File: src/verilog/acb_regs.svh
// Contract
// - each comparator operand is multiplied by gain, then offset is added.
// - comparator uses scaled first input minus scaled second input only.
// - assert >= release: output rises when difference strictly exceeds assert.
// - same case: output falls at difference <= release, otherwise holds.
// - assert < release: output high while assert <= difference < release.
// - decimal places 0..3 are stored only; compares use raw integers.
// - gain within +/-10.00 in hundredths, offset within +/-10000.
// - arm rising edge stores input as reference and starts band watch.
// - upper and lower margins are integers from 0 to 20000.
// - retain option keeps band status over power loss; otherwise cleared.
// - each margin is a constant or a selected element's live value.
// - stored reference is scaled with the same gain and offset.
// - band output high while armed and scaled input is outside band.
// - band output low inside band or when arm falls low.
`ifndef ACB_REGS_SVH
`define ACB_REGS_SVH
// register byte offsets
`define REG_CTRL     8'h00
`define REG_GAIN     8'h04
`define REG_OFFSET   8'h08
`define REG_ASSERT   8'h0C
`define REG_RELEASE  8'h10
`define REG_UPPER    8'h14
`define REG_LOWER    8'h18
`define REG_MSEL     8'h1C
`define REG_STATUS   8'h20
`define REG_DELTA    8'h24
`define REG_REF      8'h28
// ctrl fields
`define CTRL_RETAIN  0
`define CTRL_UP_LIVE 1
`define CTRL_LO_LIVE 2
`define CTRL_DEC_LSB 4
// msel fields
`define MSEL_UP_LSB  0
`define MSEL_LO_LSB  8
// status fields
`define STAT_CMP     0
`define STAT_BAND    1
`define STAT_WATCH   2
// field widths
`define GAIN_W       11
`define OFFSET_W     15
`define THR_W        16
`define MARGIN_W     15
`define SEL_W        8
`define DEC_W        2
// ranges
`define GAIN_MAX     1000
`define GAIN_SCALE   100
`define OFFSET_MAX   10000
`define THR_MAX      20000
`define MARGIN_MAX   20000
// reset value and bus response codes
`define GAIN_RST     11'h064
`define AXI_OKAY     2'h0
`define AXI_SLVERR   2'h2
`endif

File: src/verilog/acb_pkg.sv
`default_nettype none
`include "acb_regs.svh"
package acb_pkg;
  // software settings of both elements
  typedef struct packed {
    logic                        retain;
    logic                        up_live;
    logic                        lo_live;
    logic [`DEC_W-1:0]           decimals;
    logic signed [`GAIN_W-1:0]   gain;
    logic signed [`OFFSET_W-1:0] offset;
    logic signed [`THR_W-1:0]    assert_thr;
    logic signed [`THR_W-1:0]    release_thr;
    logic [`MARGIN_W-1:0]        upper_margin;
    logic [`MARGIN_W-1:0]        lower_margin;
    logic [`SEL_W-1:0]           up_sel;
    logic [`SEL_W-1:0]           lo_sel;
  } cfg_t;
  // band monitor state
  typedef enum logic [0:0] {
    BAND_IDLE  = 1'b0,
    BAND_WATCH = 1'b1
  } band_state_t;
endpackage
`default_nettype wire

File: src/verilog/scale_stage.sv
`default_nettype none
`include "acb_regs.svh"
module scale_stage #(
  parameter int IN_W  = 16,
  parameter int OUT_W = IN_W + 12
) (
  input  wire logic signed [IN_W-1:0]      value_i,
  input  wire logic signed [`GAIN_W-1:0]   gain_i,
  input  wire logic signed [`OFFSET_W-1:0] offset_i,
  output logic signed [OUT_W-1:0]          scaled_o
);
  localparam int PW = IN_W + `GAIN_W;
  logic signed [PW-1:0] product;
  logic signed [PW-1:0] quotient;
  // gain in hundredths, then offset
  assign product  = value_i * gain_i;
  assign quotient = product / $signed(PW'(`GAIN_SCALE));
  assign scaled_o = OUT_W'(quotient) + OUT_W'(offset_i);
endmodule
`default_nettype wire

File: src/verilog/margin_select.sv
`default_nettype none
`include "acb_regs.svh"
module margin_select #(
  parameter int NUM_ELEM = 8,
  parameter int VAL_W    = 16
) (
  input  wire logic signed [NUM_ELEM-1:0][VAL_W-1:0] elem_values_i,
  input  wire logic [`SEL_W-1:0]                     sel_i,
  input  wire logic                                  live_i,
  input  wire logic [`MARGIN_W-1:0]                  const_i,
  output logic [`MARGIN_W-1:0]                       margin_o
);
  logic signed [VAL_W-1:0] chain [NUM_ELEM:0];
  logic signed [VAL_W-1:0] picked;
  assign chain[0] = '0;
  // pick the element named by block number
  for (genvar k = 0; k < NUM_ELEM; k++) begin : g_pick
    assign chain[k+1] = (sel_i == `SEL_W'(k)) ? elem_values_i[k] : chain[k];
  end
  assign picked = chain[NUM_ELEM];
  // constant or live value, live value kept in range
  always_comb begin
    if (!live_i) begin
      margin_o = const_i;
    end else if (picked < 0) begin
      margin_o = '0;
    end else if (32'(picked) > `MARGIN_MAX) begin
      margin_o = `MARGIN_W'(`MARGIN_MAX);
    end else begin
      margin_o = `MARGIN_W'(picked);
    end
  end
endmodule
`default_nettype wire

File: src/verilog/analog_compare_band.sv
`default_nettype none
`include "acb_regs.svh"
module analog_compare_band
  import acb_pkg::*;
#(
  parameter int IN_W     = 16,
  parameter int NUM_ELEM = 8,
  parameter int ADDR_W   = 6
) (
  input  wire logic                               clk_i,
  input  wire logic                               rst_i,
  input  wire logic [ADDR_W-1:0]                  awaddr_i,
  input  wire logic                               awvalid_i,
  output logic                                    awready_o,
  input  wire logic [31:0]                        wdata_i,
  input  wire logic [3:0]                         wstrb_i,
  input  wire logic                               wvalid_i,
  output logic                                    wready_o,
  output logic [1:0]                              bresp_o,
  output logic                                    bvalid_o,
  input  wire logic                               bready_i,
  input  wire logic [ADDR_W-1:0]                  araddr_i,
  input  wire logic                               arvalid_i,
  output logic                                    arready_o,
  output logic [31:0]                             rdata_o,
  output logic [1:0]                              rresp_o,
  output logic                                    rvalid_o,
  input  wire logic                               rready_i,
  input  wire logic signed [IN_W-1:0]             first_analog_in_i,
  input  wire logic signed [IN_W-1:0]             second_analog_in_i,
  input  wire logic signed [IN_W-1:0]             band_analog_in_i,
  input  wire logic                               arm_i,
  input  wire logic                               power_restore_i,
  input  wire logic signed [NUM_ELEM-1:0][IN_W-1:0] elem_values_i,
  output logic                                    cmp_switch_o,
  output logic                                    band_switch_o
);
  localparam int SC_W = IN_W + 12;
  localparam int DF_W = SC_W + 1;

  cfg_t                    cfg;
  band_state_t             band_state;
  logic                    aw_hold;
  logic                    w_hold;
  logic [ADDR_W-1:0]       aw_addr;
  logic [31:0]             w_data;
  logic [3:0]              w_strb;
  logic                    do_write;
  logic                    wr_hit;
  logic [31:0]             rd_word;
  logic                    rd_hit;
  logic signed [SC_W-1:0]  first_sc;
  logic signed [SC_W-1:0]  second_sc;
  logic signed [SC_W-1:0]  band_sc;
  logic signed [SC_W-1:0]  ref_sc;
  logic signed [DF_W-1:0]  delta;
  logic signed [DF_W-1:0]  on_thr;
  logic signed [DF_W-1:0]  off_thr;
  logic                    hyst_mode;
  logic                    next_cmp;
  logic signed [IN_W-1:0]  ref_raw;
  logic                    arm_q;
  logic                    arm_rise;
  logic                    lose_state;
  logic [`MARGIN_W-1:0]    up_m;
  logic [`MARGIN_W-1:0]    lo_m;
  logic signed [DF_W-1:0]  band_hi;
  logic signed [DF_W-1:0]  band_lo;
  logic                    outside;
  logic                    next_band;

  // byte-lane merge of a write
  function automatic logic [31:0] merge(input logic [31:0] old_v,
                                        input logic [31:0] new_v,
                                        input logic [3:0]  strb);
    logic [31:0] res;
    res = old_v;
    for (int b = 0; b < 4; b++) begin
      if (strb[b]) begin
        res[b*8 +: 8] = new_v[b*8 +: 8];
      end
    end
    return res;
  endfunction

  // saturate a signed word into a range
  function automatic logic signed [31:0] clamp(input logic signed [31:0] v,
                                               input logic signed [31:0] lo,
                                               input logic signed [31:0] hi);
    logic signed [31:0] res;
    res = v;
    if (v < lo) begin
      res = lo;
    end else if (v > hi) begin
      res = hi;
    end
    return res;
  endfunction

  // address matches a register word
  function automatic logic at(input logic [ADDR_W-1:0] a, input logic [7:0] off);
    return {a[ADDR_W-1:2], 2'b00} == ADDR_W'(off);
  endfunction

  // ---------------- bus slave ----------------
  assign awready_o = !aw_hold && !bvalid_o;
  assign wready_o  = !w_hold && !bvalid_o;
  assign arready_o = !rvalid_o;
  assign do_write  = aw_hold && w_hold;

  // address and data taken in either order
  always_ff @(posedge clk_i or posedge rst_i) begin
    if (rst_i) begin
      aw_hold <= 1'b0;
      w_hold  <= 1'b0;
      aw_addr <= '0;
      w_data  <= '0;
      w_strb  <= '0;
    end else begin
      if (awvalid_i && awready_o) begin
        aw_hold <= 1'b1;
        aw_addr <= awaddr_i;
      end else if (do_write) begin
        aw_hold <= 1'b0;
      end
      if (wvalid_i && wready_o) begin
        w_hold <= 1'b1;
        w_data <= wdata_i;
        w_strb <= wstrb_i;
      end else if (do_write) begin
        w_hold <= 1'b0;
      end
    end
  end

  // write decode
  always_comb begin
    wr_hit = 1'b0;
    for (int i = 0; i <= 7; i++) begin
      if (at(aw_addr, 8'(4 * i))) begin
        wr_hit = 1'b1;
      end
    end
  end

  // write response one cycle after both halves held
  always_ff @(posedge clk_i or posedge rst_i) begin
    if (rst_i) begin
      bvalid_o <= 1'b0;
      bresp_o  <= `AXI_OKAY;
    end else if (do_write) begin
      bvalid_o <= 1'b1;
      bresp_o  <= wr_hit ? `AXI_OKAY : `AXI_SLVERR;
    end else if (bready_i) begin
      bvalid_o <= 1'b0;
    end
  end

  // settings registers, writes saturated to legal ranges
  always_ff @(posedge clk_i or posedge rst_i) begin
    if (rst_i) begin
      cfg      <= '0;
      cfg.gain <= `GAIN_RST;
    end else if (do_write) begin
      if (at(aw_addr, `REG_CTRL)) begin
        if (w_strb[0]) begin
          cfg.retain   <= w_data[`CTRL_RETAIN];
          cfg.up_live  <= w_data[`CTRL_UP_LIVE];
          cfg.lo_live  <= w_data[`CTRL_LO_LIVE];
          cfg.decimals <= w_data[`CTRL_DEC_LSB +: `DEC_W];
        end
      end
      if (at(aw_addr, `REG_GAIN)) begin
        cfg.gain <= `GAIN_W'(clamp(merge(32'(cfg.gain), w_data, w_strb),
                                   -`GAIN_MAX, `GAIN_MAX));
      end
      if (at(aw_addr, `REG_OFFSET)) begin
        cfg.offset <= `OFFSET_W'(clamp(merge(32'(cfg.offset), w_data, w_strb),
                                       -`OFFSET_MAX, `OFFSET_MAX));
      end
      if (at(aw_addr, `REG_ASSERT)) begin
        cfg.assert_thr <= `THR_W'(clamp(merge(32'(cfg.assert_thr), w_data, w_strb),
                                        -`THR_MAX, `THR_MAX));
      end
      if (at(aw_addr, `REG_RELEASE)) begin
        cfg.release_thr <= `THR_W'(clamp(merge(32'(cfg.release_thr), w_data, w_strb),
                                         -`THR_MAX, `THR_MAX));
      end
      if (at(aw_addr, `REG_UPPER)) begin
        cfg.upper_margin <= `MARGIN_W'(clamp(merge(32'(cfg.upper_margin), w_data, w_strb),
                                             0, `MARGIN_MAX));
      end
      if (at(aw_addr, `REG_LOWER)) begin
        cfg.lower_margin <= `MARGIN_W'(clamp(merge(32'(cfg.lower_margin), w_data, w_strb),
                                             0, `MARGIN_MAX));
      end
      if (at(aw_addr, `REG_MSEL)) begin
        if (w_strb[0]) begin
          cfg.up_sel <= w_data[`MSEL_UP_LSB +: `SEL_W];
        end
        if (w_strb[1]) begin
          cfg.lo_sel <= w_data[`MSEL_LO_LSB +: `SEL_W];
        end
      end
    end
  end

  // read mux
  always_comb begin
    rd_word = '0;
    rd_hit  = 1'b1;
    if (at(araddr_i, `REG_CTRL)) begin
      rd_word[`CTRL_RETAIN]               = cfg.retain;
      rd_word[`CTRL_UP_LIVE]              = cfg.up_live;
      rd_word[`CTRL_LO_LIVE]              = cfg.lo_live;
      rd_word[`CTRL_DEC_LSB +: `DEC_W]    = cfg.decimals;
    end else if (at(araddr_i, `REG_GAIN)) begin
      rd_word = 32'(cfg.gain);
    end else if (at(araddr_i, `REG_OFFSET)) begin
      rd_word = 32'(cfg.offset);
    end else if (at(araddr_i, `REG_ASSERT)) begin
      rd_word = 32'(cfg.assert_thr);
    end else if (at(araddr_i, `REG_RELEASE)) begin
      rd_word = 32'(cfg.release_thr);
    end else if (at(araddr_i, `REG_UPPER)) begin
      rd_word = 32'(cfg.upper_margin);
    end else if (at(araddr_i, `REG_LOWER)) begin
      rd_word = 32'(cfg.lower_margin);
    end else if (at(araddr_i, `REG_MSEL)) begin
      rd_word[`MSEL_UP_LSB +: `SEL_W] = cfg.up_sel;
      rd_word[`MSEL_LO_LSB +: `SEL_W] = cfg.lo_sel;
    end else if (at(araddr_i, `REG_STATUS)) begin
      rd_word[`STAT_CMP]   = cmp_switch_o;
      rd_word[`STAT_BAND]  = band_switch_o;
      rd_word[`STAT_WATCH] = (band_state == BAND_WATCH);
    end else if (at(araddr_i, `REG_DELTA)) begin
      rd_word = 32'(delta);
    end else if (at(araddr_i, `REG_REF)) begin
      rd_word = 32'(ref_sc);
    end else begin
      rd_hit = 1'b0;
    end
  end

  // read answer one cycle after address taken
  always_ff @(posedge clk_i or posedge rst_i) begin
    if (rst_i) begin
      rvalid_o <= 1'b0;
      rdata_o  <= '0;
      rresp_o  <= `AXI_OKAY;
    end else if (arvalid_i && arready_o) begin
      rvalid_o <= 1'b1;
      rdata_o  <= rd_word;
      rresp_o  <= rd_hit ? `AXI_OKAY : `AXI_SLVERR;
    end else if (rready_i) begin
      rvalid_o <= 1'b0;
    end
  end

  // ---------------- comparator ----------------
  scale_stage #(.IN_W(IN_W), .OUT_W(SC_W)) u_first (
    .value_i  (first_analog_in_i),
    .gain_i   (cfg.gain),
    .offset_i (cfg.offset),
    .scaled_o (first_sc)
  );
  scale_stage #(.IN_W(IN_W), .OUT_W(SC_W)) u_second (
    .value_i  (second_analog_in_i),
    .gain_i   (cfg.gain),
    .offset_i (cfg.offset),
    .scaled_o (second_sc)
  );

  // difference of scaled values, thresholds as raw integers
  assign delta     = DF_W'(first_sc) - DF_W'(second_sc);
  assign on_thr    = DF_W'(cfg.assert_thr);
  assign off_thr   = DF_W'(cfg.release_thr);
  assign hyst_mode = cfg.assert_thr >= cfg.release_thr;

  // hysteresis or window decision
  always_comb begin
    next_cmp = cmp_switch_o;
    if (hyst_mode) begin
      if (delta > on_thr) begin
        next_cmp = 1'b1;
      end else if (delta <= off_thr) begin
        next_cmp = 1'b0;
      end
    end else begin
      next_cmp = (delta >= on_thr) && (delta < off_thr);
    end
  end

  // registered comparator output
  always_ff @(posedge clk_i or posedge rst_i) begin
    if (rst_i) begin
      cmp_switch_o <= 1'b0;
    end else begin
      cmp_switch_o <= next_cmp;
    end
  end

  // ---------------- band monitor ----------------
  scale_stage #(.IN_W(IN_W), .OUT_W(SC_W)) u_band (
    .value_i  (band_analog_in_i),
    .gain_i   (cfg.gain),
    .offset_i (cfg.offset),
    .scaled_o (band_sc)
  );
  scale_stage #(.IN_W(IN_W), .OUT_W(SC_W)) u_ref (
    .value_i  (ref_raw),
    .gain_i   (cfg.gain),
    .offset_i (cfg.offset),
    .scaled_o (ref_sc)
  );
  margin_select #(.NUM_ELEM(NUM_ELEM), .VAL_W(IN_W)) u_up (
    .elem_values_i (elem_values_i),
    .sel_i         (cfg.up_sel),
    .live_i        (cfg.up_live),
    .const_i       (cfg.upper_margin),
    .margin_o      (up_m)
  );
  margin_select #(.NUM_ELEM(NUM_ELEM), .VAL_W(IN_W)) u_lo (
    .elem_values_i (elem_values_i),
    .sel_i         (cfg.lo_sel),
    .live_i        (cfg.lo_live),
    .const_i       (cfg.lower_margin),
    .margin_o      (lo_m)
  );

  assign arm_rise   = arm_i && !arm_q;
  assign lose_state = power_restore_i && !cfg.retain;
  assign band_hi    = DF_W'(ref_sc) + DF_W'(up_m);
  assign band_lo    = DF_W'(ref_sc) - DF_W'(lo_m);
  assign outside    = (DF_W'(band_sc) > band_hi) || (DF_W'(band_sc) < band_lo);
  assign next_band  = (band_state == BAND_WATCH) && arm_i && !arm_rise && outside;

  // reference capture and watch state
  always_ff @(posedge clk_i or posedge rst_i) begin
    if (rst_i) begin
      arm_q      <= 1'b0;
      ref_raw    <= '0;
      band_state <= BAND_IDLE;
    end else if (lose_state) begin
      arm_q      <= 1'b0;
      ref_raw    <= '0;
      band_state <= BAND_IDLE;
    end else begin
      arm_q <= arm_i;
      case (band_state)
        BAND_IDLE: begin
          if (arm_rise) begin
            ref_raw    <= band_analog_in_i;
            band_state <= BAND_WATCH;
          end
        end
        BAND_WATCH: begin
          if (!arm_i) begin
            band_state <= BAND_IDLE;
          end else if (arm_rise) begin
            ref_raw <= band_analog_in_i;
          end
        end
        default: band_state <= BAND_IDLE;
      endcase
    end
  end

  // registered band output
  always_ff @(posedge clk_i or posedge rst_i) begin
    if (rst_i) begin
      band_switch_o <= 1'b0;
    end else if (lose_state) begin
      band_switch_o <= 1'b0;
    end else begin
      band_switch_o <= next_band;
    end
  end
endmodule
`default_nettype wire

File: config.mk
export PLATFORM = sky130hd
export DESIGN_NAME = analog_compare_band
export DESIGN_NICKNAME = d
export VERILOG_FILES = /design/src/verilog/acb_pkg.sv /design/src/verilog/scale_stage.sv /design/src/verilog/margin_select.sv /design/src/verilog/analog_compare_band.sv
export VERILOG_INCLUDE_DIRS = /design/src /design/src/verilog
export SDC_FILE = /design/constraint.sdc
export NUM_CORES = 2
export LEC_CHECK = 0
export BUFFER_PORTS_ARGS = -buffer_cell sky130_fd_sc_hd__buf_4
export CORE_MARGIN = 3
export CORE_UTILIZATION = 25
export DETAILED_ROUTE_END_ITERATION = 7
export PLACE_DENSITY = 0.5
export SLEW_MARGIN = 20
export SYNTH_ARGS = -nofsm -noshare
export SYNTH_HDL_FRONTEND = slang
export SYNTH_SLANG_ARGS = --single-unit
File: constraint.sdc
create_clock -name clk_i -period 33.8 [get_ports clk_i]
set_input_delay 6.76 -clock clk_i [delete_from_list [all_inputs] [get_ports clk_i]]
set_output_delay 6.76 -clock clk_i [all_outputs]
set_load 0.1 [all_outputs]
After elaboration in Yosys (flattened, before gate mapping)
Index checks and enable logic that the tools add are counted.
{"block": "word_totals", "output_inout_bits": 43, "reg_bits": 211, "input_bits": 233, "elab_cells": 297}
{"block": "op_classes", "div": 4, "n_eq_ne": 33, "n_bitwise": 1, "n_lt_le_gt_ge": 23, "addsub": 7, "mux": 161, "reduce_logical": 37, "multipliers": 4}
{"op": "two-way mux 8 bit", "count": 70}
{"op": "two-way mux 16 bit", "count": 25}
{"op": "two-way mux 32 bit", "count": 8}
{"op": "two-way mux 15 bit", "count": 12}
{"op": "> comparator 32 x 16 -> 1 bit, second input constant", "count": 4}
{"op": "adder 27 x 15 -> 28 bit", "count": 4}
{"op": "divider 27 x 8 -> 27 bit, second input constant", "count": 4}
{"op": "multiplier 16 x 11 -> 27 bit", "count": 4}
{"op": "== test 8 x 3 -> 1 bit, second input constant", "count": 8}
{"op": "< comparator 32 x 1 -> 1 bit, second input constant", "count": 2}
{"op": "< comparator 32 x 16 -> 1 bit, second input constant", "count": 2}
{"op": "two-way mux 1 bit", "count": 35}
{"op": "== test 4 x 3 -> 1 bit, second input constant", "count": 8}
{"op": "== test 8 x 2 -> 1 bit, second input constant", "count": 4}
{"op": "> comparator 16 bit, second input constant", "count": 2}
{"op": "> comparator 32 x 11 -> 1 bit, second input constant", "count": 1}
{"op": "> comparator 32 x 15 -> 1 bit, second input constant", "count": 1}
{"op": "< comparator 16 x 1 -> 1 bit, second input constant", "count": 2}
{"op": "< comparator 32 x 11 -> 1 bit, second input constant", "count": 1}
{"op": "< comparator 32 x 15 -> 1 bit, second input constant", "count": 1}
{"op": "one-hot mux 16 bit (2 select lines)", "count": 1}
{"op": "adder 28 x 16 -> 29 bit", "count": 1}
{"op": ">= comparator 29 x 16 -> 1 bit", "count": 1}
{"op": "> comparator 28 x 29 -> 1 bit", "count": 1}
{"op": "other kinds (28)", "count": 68}

Longest topological paths before layout
{"block": "logic_depth", "ltp_word": 18, "depth_mapped": 124, "ltp_nobuf": 112}

Hierarchy
A second synthesis with hierarchy kept.
{"block": "unflattened", "cells_unflattened": 9570, "area_unflattened_um2": 75072.0}
{"module": "analog_compare_band", "instances": 1, "cells_each": 2072, "area_each_um2": 17182.7, "seq_area_each_um2": 5108.6}
{"module": "scale_stage at u_first", "instances": 1, "cells_each": 1781, "area_each_um2": 13932.1, "seq_area_each_um2": 0.0}
{"module": "scale_stage at u_second", "instances": 1, "cells_each": 1782, "area_each_um2": 13698.1, "seq_area_each_um2": 0.0}
{"module": "scale_stage at u_band", "instances": 1, "cells_each": 1744, "area_each_um2": 13565.5, "seq_area_each_um2": 0.0}
{"module": "scale_stage at u_ref", "instances": 1, "cells_each": 1759, "area_each_um2": 13503.0, "seq_area_each_um2": 0.0}
{"module": "margin_select", "instances": 2, "cells_each": 216, "area_each_um2": 1595.3, "seq_area_each_um2": 0.0}

Worst setup path after synthesis
No wires, ideal clock.
{"block": "synth_timing", "kind": "input-to-reg", "from": "input port second_analog_in_i[15]", "to": "register cmp_switch_o", "path_slack_ns": 2.696, "t_required_ns": 33.722, "stages": 115, "path_buffers": 7, "arrival_ns": 31.026, "path_cell_list": "clkbuf_1 > and2_1 > fa_1 > inv_1 > fa_1 > inv_1 > fa_1 > inv_1 > fa_1 > fa_1 > inv_1 > ha_1 > clkbuf_1 > a21o_1 > nand2_1 > nand2_1 > a21o_1 > a21o_1 > (+79 left out) > a21oi_1 > o21bai_1 > a21oi_1 > o21bai_1 > a21oi_1 > o21bai_1 > a21oi_1 > o21bai_1 > a21oi_1 > xnor2_1 > ha_1 > nand4_1 > nor2_1 > a21oi_1 > nor2_1 > a31oi_1 > a31oi_1 > a21oi_1"}
{"block": "synth_between", "elab_chain_cells": 7, "word_cells_on_any_way": 12}
{"item": "from (decl)", "line": "analog_compare_band.sv:30", "source": "input wire logic signed [IN_W-1:0] second_analog_in_i,"}
{"item": "multiplier 16 x 11 -> 27 bit (*)", "line": "scale_stage.sv:16", "source": "assign product = value_i * gain_i;"}
{"item": "divider 27 x 8 -> 27 bit (*)", "line": "scale_stage.sv:17", "source": "assign quotient = product / $signed(PW'(`GAIN_SCALE));"}
{"item": "adder 27 x 15 -> 28 bit (*)", "line": "scale_stage.sv:18", "source": "assign scaled_o = OUT_W'(quotient) + OUT_W'(offset_i);"}
{"item": "subtractor 28 x 28 -> 29 bit (*)", "line": "analog_compare_band.sv:275", "source": "assign delta = DF_W'(first_sc) - DF_W'(second_sc);"}
{"item": "> comparator 29 x 16 -> 1 bit, or another cell as far along", "line": "analog_compare_band.sv:284", "source": "if (delta > on_thr) begin"}
{"item": "two-way mux 1 bit or logical AND 1 bit (tied branches)", "line": "analog_compare_band.sv:284, analog_compare_band.sv:290"}
{"item": "two-way mux 1 bit", "line": "analog_compare_band.sv:283", "source": "if (hyst_mode) begin"}
{"item": "to (signal assigned)", "line": "analog_compare_band.sv:299", "source": "cmp_switch_o <= next_cmp;"}
{"item": "to (decl)", "line": "analog_compare_band.sv:35", "source": "output logic cmp_switch_o,"}
Every way passes the cells marked *; elsewhere a longest branch is shown, timed or not.
A chain may end at the register's enable or synchronous reset.

Worst setup path in the final report
{"block": "layout_timing", "from": "input port second_analog_in_i[8]", "to": "register cmp_switch_o"}
The elaborated chain is that of the path after synthesis.

==> flow_metrics.py <==
metrics = {
    "worst_hold_path": {
        "hold_class": "flop to flop",
        "worstHoldPathCells": 1,
    },
    "place": {
        "hpwlAfterDp_um": 222000,
        "routabilityCongestion": 0.943,
        "port_buffers": 269,
        "post-place-ws_ns": -0.335,
        "dp_cells": 13100,
    },
    "finish": {
        "layout.nets": 10800,
        "stdcell_count": 13200,
        "syn2layout_area_growth_pct": 13.2,
        "layout-drive-gt1-share_pct": 12.1,
    },
    "synthesis": {
        "yosysSeqAreaShare_pct": 7.15,
        "synth_area_um2": 71500,
        "async_flop_share_pct": 100,
        "synth_top_cell_area_share_pct": 19.1,
        "yosys-top-cells-area": "fa_1 (19%), ha_1 (9.4%), dfrtp_1 (7.0%), inv_1 (5.2%), xnor2_1 (4.7%)",
        "avgSynthCellArea_um2": 7.76,
        "yosys.area.top_type": "fa_1",
        "synth_seq_cells": 204,
        "synth_edf_count": 0,
        "netlist_instances": 9205,
        "ys_types": 144,
        "yosysWarnings": 0,
        "synth-main-ff-cell": "dfrtp_1",
    },
    "run": {
        "drv_cap": 0,
    },
    "timing": {
        "relSlewSlack_pct": 18.2,
        "fin_crit_sh_pct": 95.3,
        "worstMarginPinSlew_ns": 1.22,
        "finalHoldViolCount": 0,
        "fin_ws_ns": 1.58,
        "clock_skew_ns": 0.0506,
        "timing.final.crit_period_ns": 32.22,
        "final.setup.tns_ns": 0,
        "setup_violations": 0,
        "slew_violations": 0,
        "fmax_mhz": 31.0,
    },
    "detailed_routing": {
        "viasPerCell": 5.39,
        "routed_wl_um": 273000,
        "drc": 0,
        "drt_first_iter_violations": 5987,
        "via_count": 70900,
        "drtAntennaViolNets": 0,
        "wl_per_cell_um": 20.8,
        "drt-pass1-iter-count": 7,
    },
    "cts": {
        "cts-root-buf": "clkbuf_16",
        "cts_hold_buf": 0,
        "cts_max_level": 1,
        "clock_latency_ns": 0.64,
        "cts_buffers": 27,
        "clk_path_buf_depth": 3,
        "cts_tree": "done",
        "clk_pin_slew_ns": 0.06,
        "cts.sinks": 204,
    },
    "floorplan": {
        "start_util_pct": 25.2,
        "die_h_um": 541,
        "core.rowCount": 195,
        "io_pins": 276,
        "die_area_um2": 292000,
        "fp.coreArea_um2": 283000,
        "die_w_um": 541,
    },
    "global_route": {
        "antenna_found_initial": 26,
        "grt_pass1_vias": 68700,
        "grt_pass1_wl_um": 418000,
        "grt_max_degree": 78,
        "grt.total_usage_pct": 17.9,
        "grt.overflow.total": 0,
    },
    "critical_path": {
        "critical-path-top-cell-by-count": "a21oi_1",
        "cp.required_ns": 34.26,
        "arrival_ns": 32.68,
        "setup.worst_path.end_class": "flop",
        "cp_slowest_cell": "fa_1",
        "critPathMaxStageDelay_ns": 0.56,
        "worstSetupPathType": "primary input to flop",
        "reg2regPathDepth": 102,
        "rrSetupSlack_ns": 2.37,
        "critPathMaxFanout": 12,
        "start_kind": "primary input",
    },
    "run_status": {
        "outcome": "finished clean",
    },
}
registers in the layout (all words and copies together) (netlist names), 4 cells and up:
name / flops
cfg: 109
w_strb: 4
w_data: 32
ref_raw: 16
aw_addr: 4
rdata_o: 29
layout by cell type, fill, tap and decap left out, types with 71 or more instances in the layout:
master      n
o21bai_1   88
a211oi_1   83
o21ai_0   452
and2_1    397
o22ai_1    78
mux2i_1   103
nor3_1    181
a21o_1    141
nand2_1   885
a31oi_1   109
nand3_1   180
fa_1      680
o211ai_1   94
mux2_2     85
nand2b_1  153
o21a_1     72
nor2_1    550
a21oi_1   625
nand4_1    91
a22o_1     71
xnor2_1   367
ha_1      531
and3_1     80
buf_4     556
inv_1     985
dfrtp_1   188
xor2_1    148
layer usage:
metal	track usage [%]	routed length, um
met5	0	111
met4	4.37	7720
met3	2.38	17400
met2	28.3	120000
met1	25.5	127000
layout make-up:
class	count	area, um2
multi-input combinational	7601	62200
fill	30500	202000
tap	3743	4680
clock buffer	37	753
inverter	989	3720
sequential	204	5120
antenna	9	22.5
timing repair buffer	557	4190
clock inverter	13	198
logic make-up (layout without fill, tap and decap cells):
| kind of cell | Yosys count | after routing | share of synthesized area [%] |
|---|---|---|---|
| adder cells (fa/ha/maj) | 1224 | 1224 | 28.6 |
| AO/OA/AOI/OAI | 2687 | 2687 | 26.0 |
| XOR/XNOR | 538 | 538 | 6.62 |
| multiplexers | 220 | 220 | 3.58 |
| buffers and inverters | 1401 | 1596 | 7.53 |
| other | 1 | 11 | 0.00525 |
| flip-flops | 204 | 204 | 7.15 |
| AND/OR/NAND/NOR | 2930 | 2930 | 20.5 |
repair_timing:
action | in CTS | in global routing
setup buffers | 0 | 26
endpoints found under the setup margin | 0 | 13
resized for setup | 0 | 217
per-stage QoR:
step | utilization, % | hold WS, ns | cell area (um2)
final | 28.6 | 0.475 | 80900
after floorplan | - | 0.441 | 71500
after global routing | 28.6 | 0.511 | 80900
after global placement | 27.7 | 0.464 | 78600
after detailed placement | 27.7 | 0.471 | 78600
after CTS | 28.1 | 0.478 | 79500
synth_stat cells, types with 155 or more instances:
master / number
a21oi_1: 632
and2_1: 403
clkbuf_1: 318
dfrtp_1: 201
fa_1: 681
ha_1: 534
inv_1: 986
nand2_1: 886
nand3_1: 181
nor2_1: 556
nor3_1: 199
o21ai_0: 467
xnor2_1: 381
xor2_1: 155
critical path: cells and delay by family:
kind / cells / cell delay (ns)
xor+xnor: 5 / 0.75
simple gates: 22 / 4.91
buf+inv: 12 / 1.69
compound gates: 65 / 13.44
fa+ha+maj: 12 / 5.03
path summary, 6_finish.rpt:
check	startpoint	end
max in group asynchronous	rst_i	cfg[96]$_DFFE_PP0P_
min in group asynchronous	rst_i	w_data[23]$_DFFE_PP0P_
hold / removal	arm_q$_DFF_PP0_	band_state$_DFF_PP0_
setup reg to reg	cfg[97]$_DFFE_PP0P_	band_switch_o$_DFF_PP0_
hold reg to reg	arm_q$_DFF_PP0_	band_state$_DFF_PP0_
setup / recovery	second_analog_in_i[8]	cmp_switch_o$_DFFE_PP0P_
Power is not shown: default switching activity piles up to over one toggle a cycle in this logic, so the estimate is an artifact.
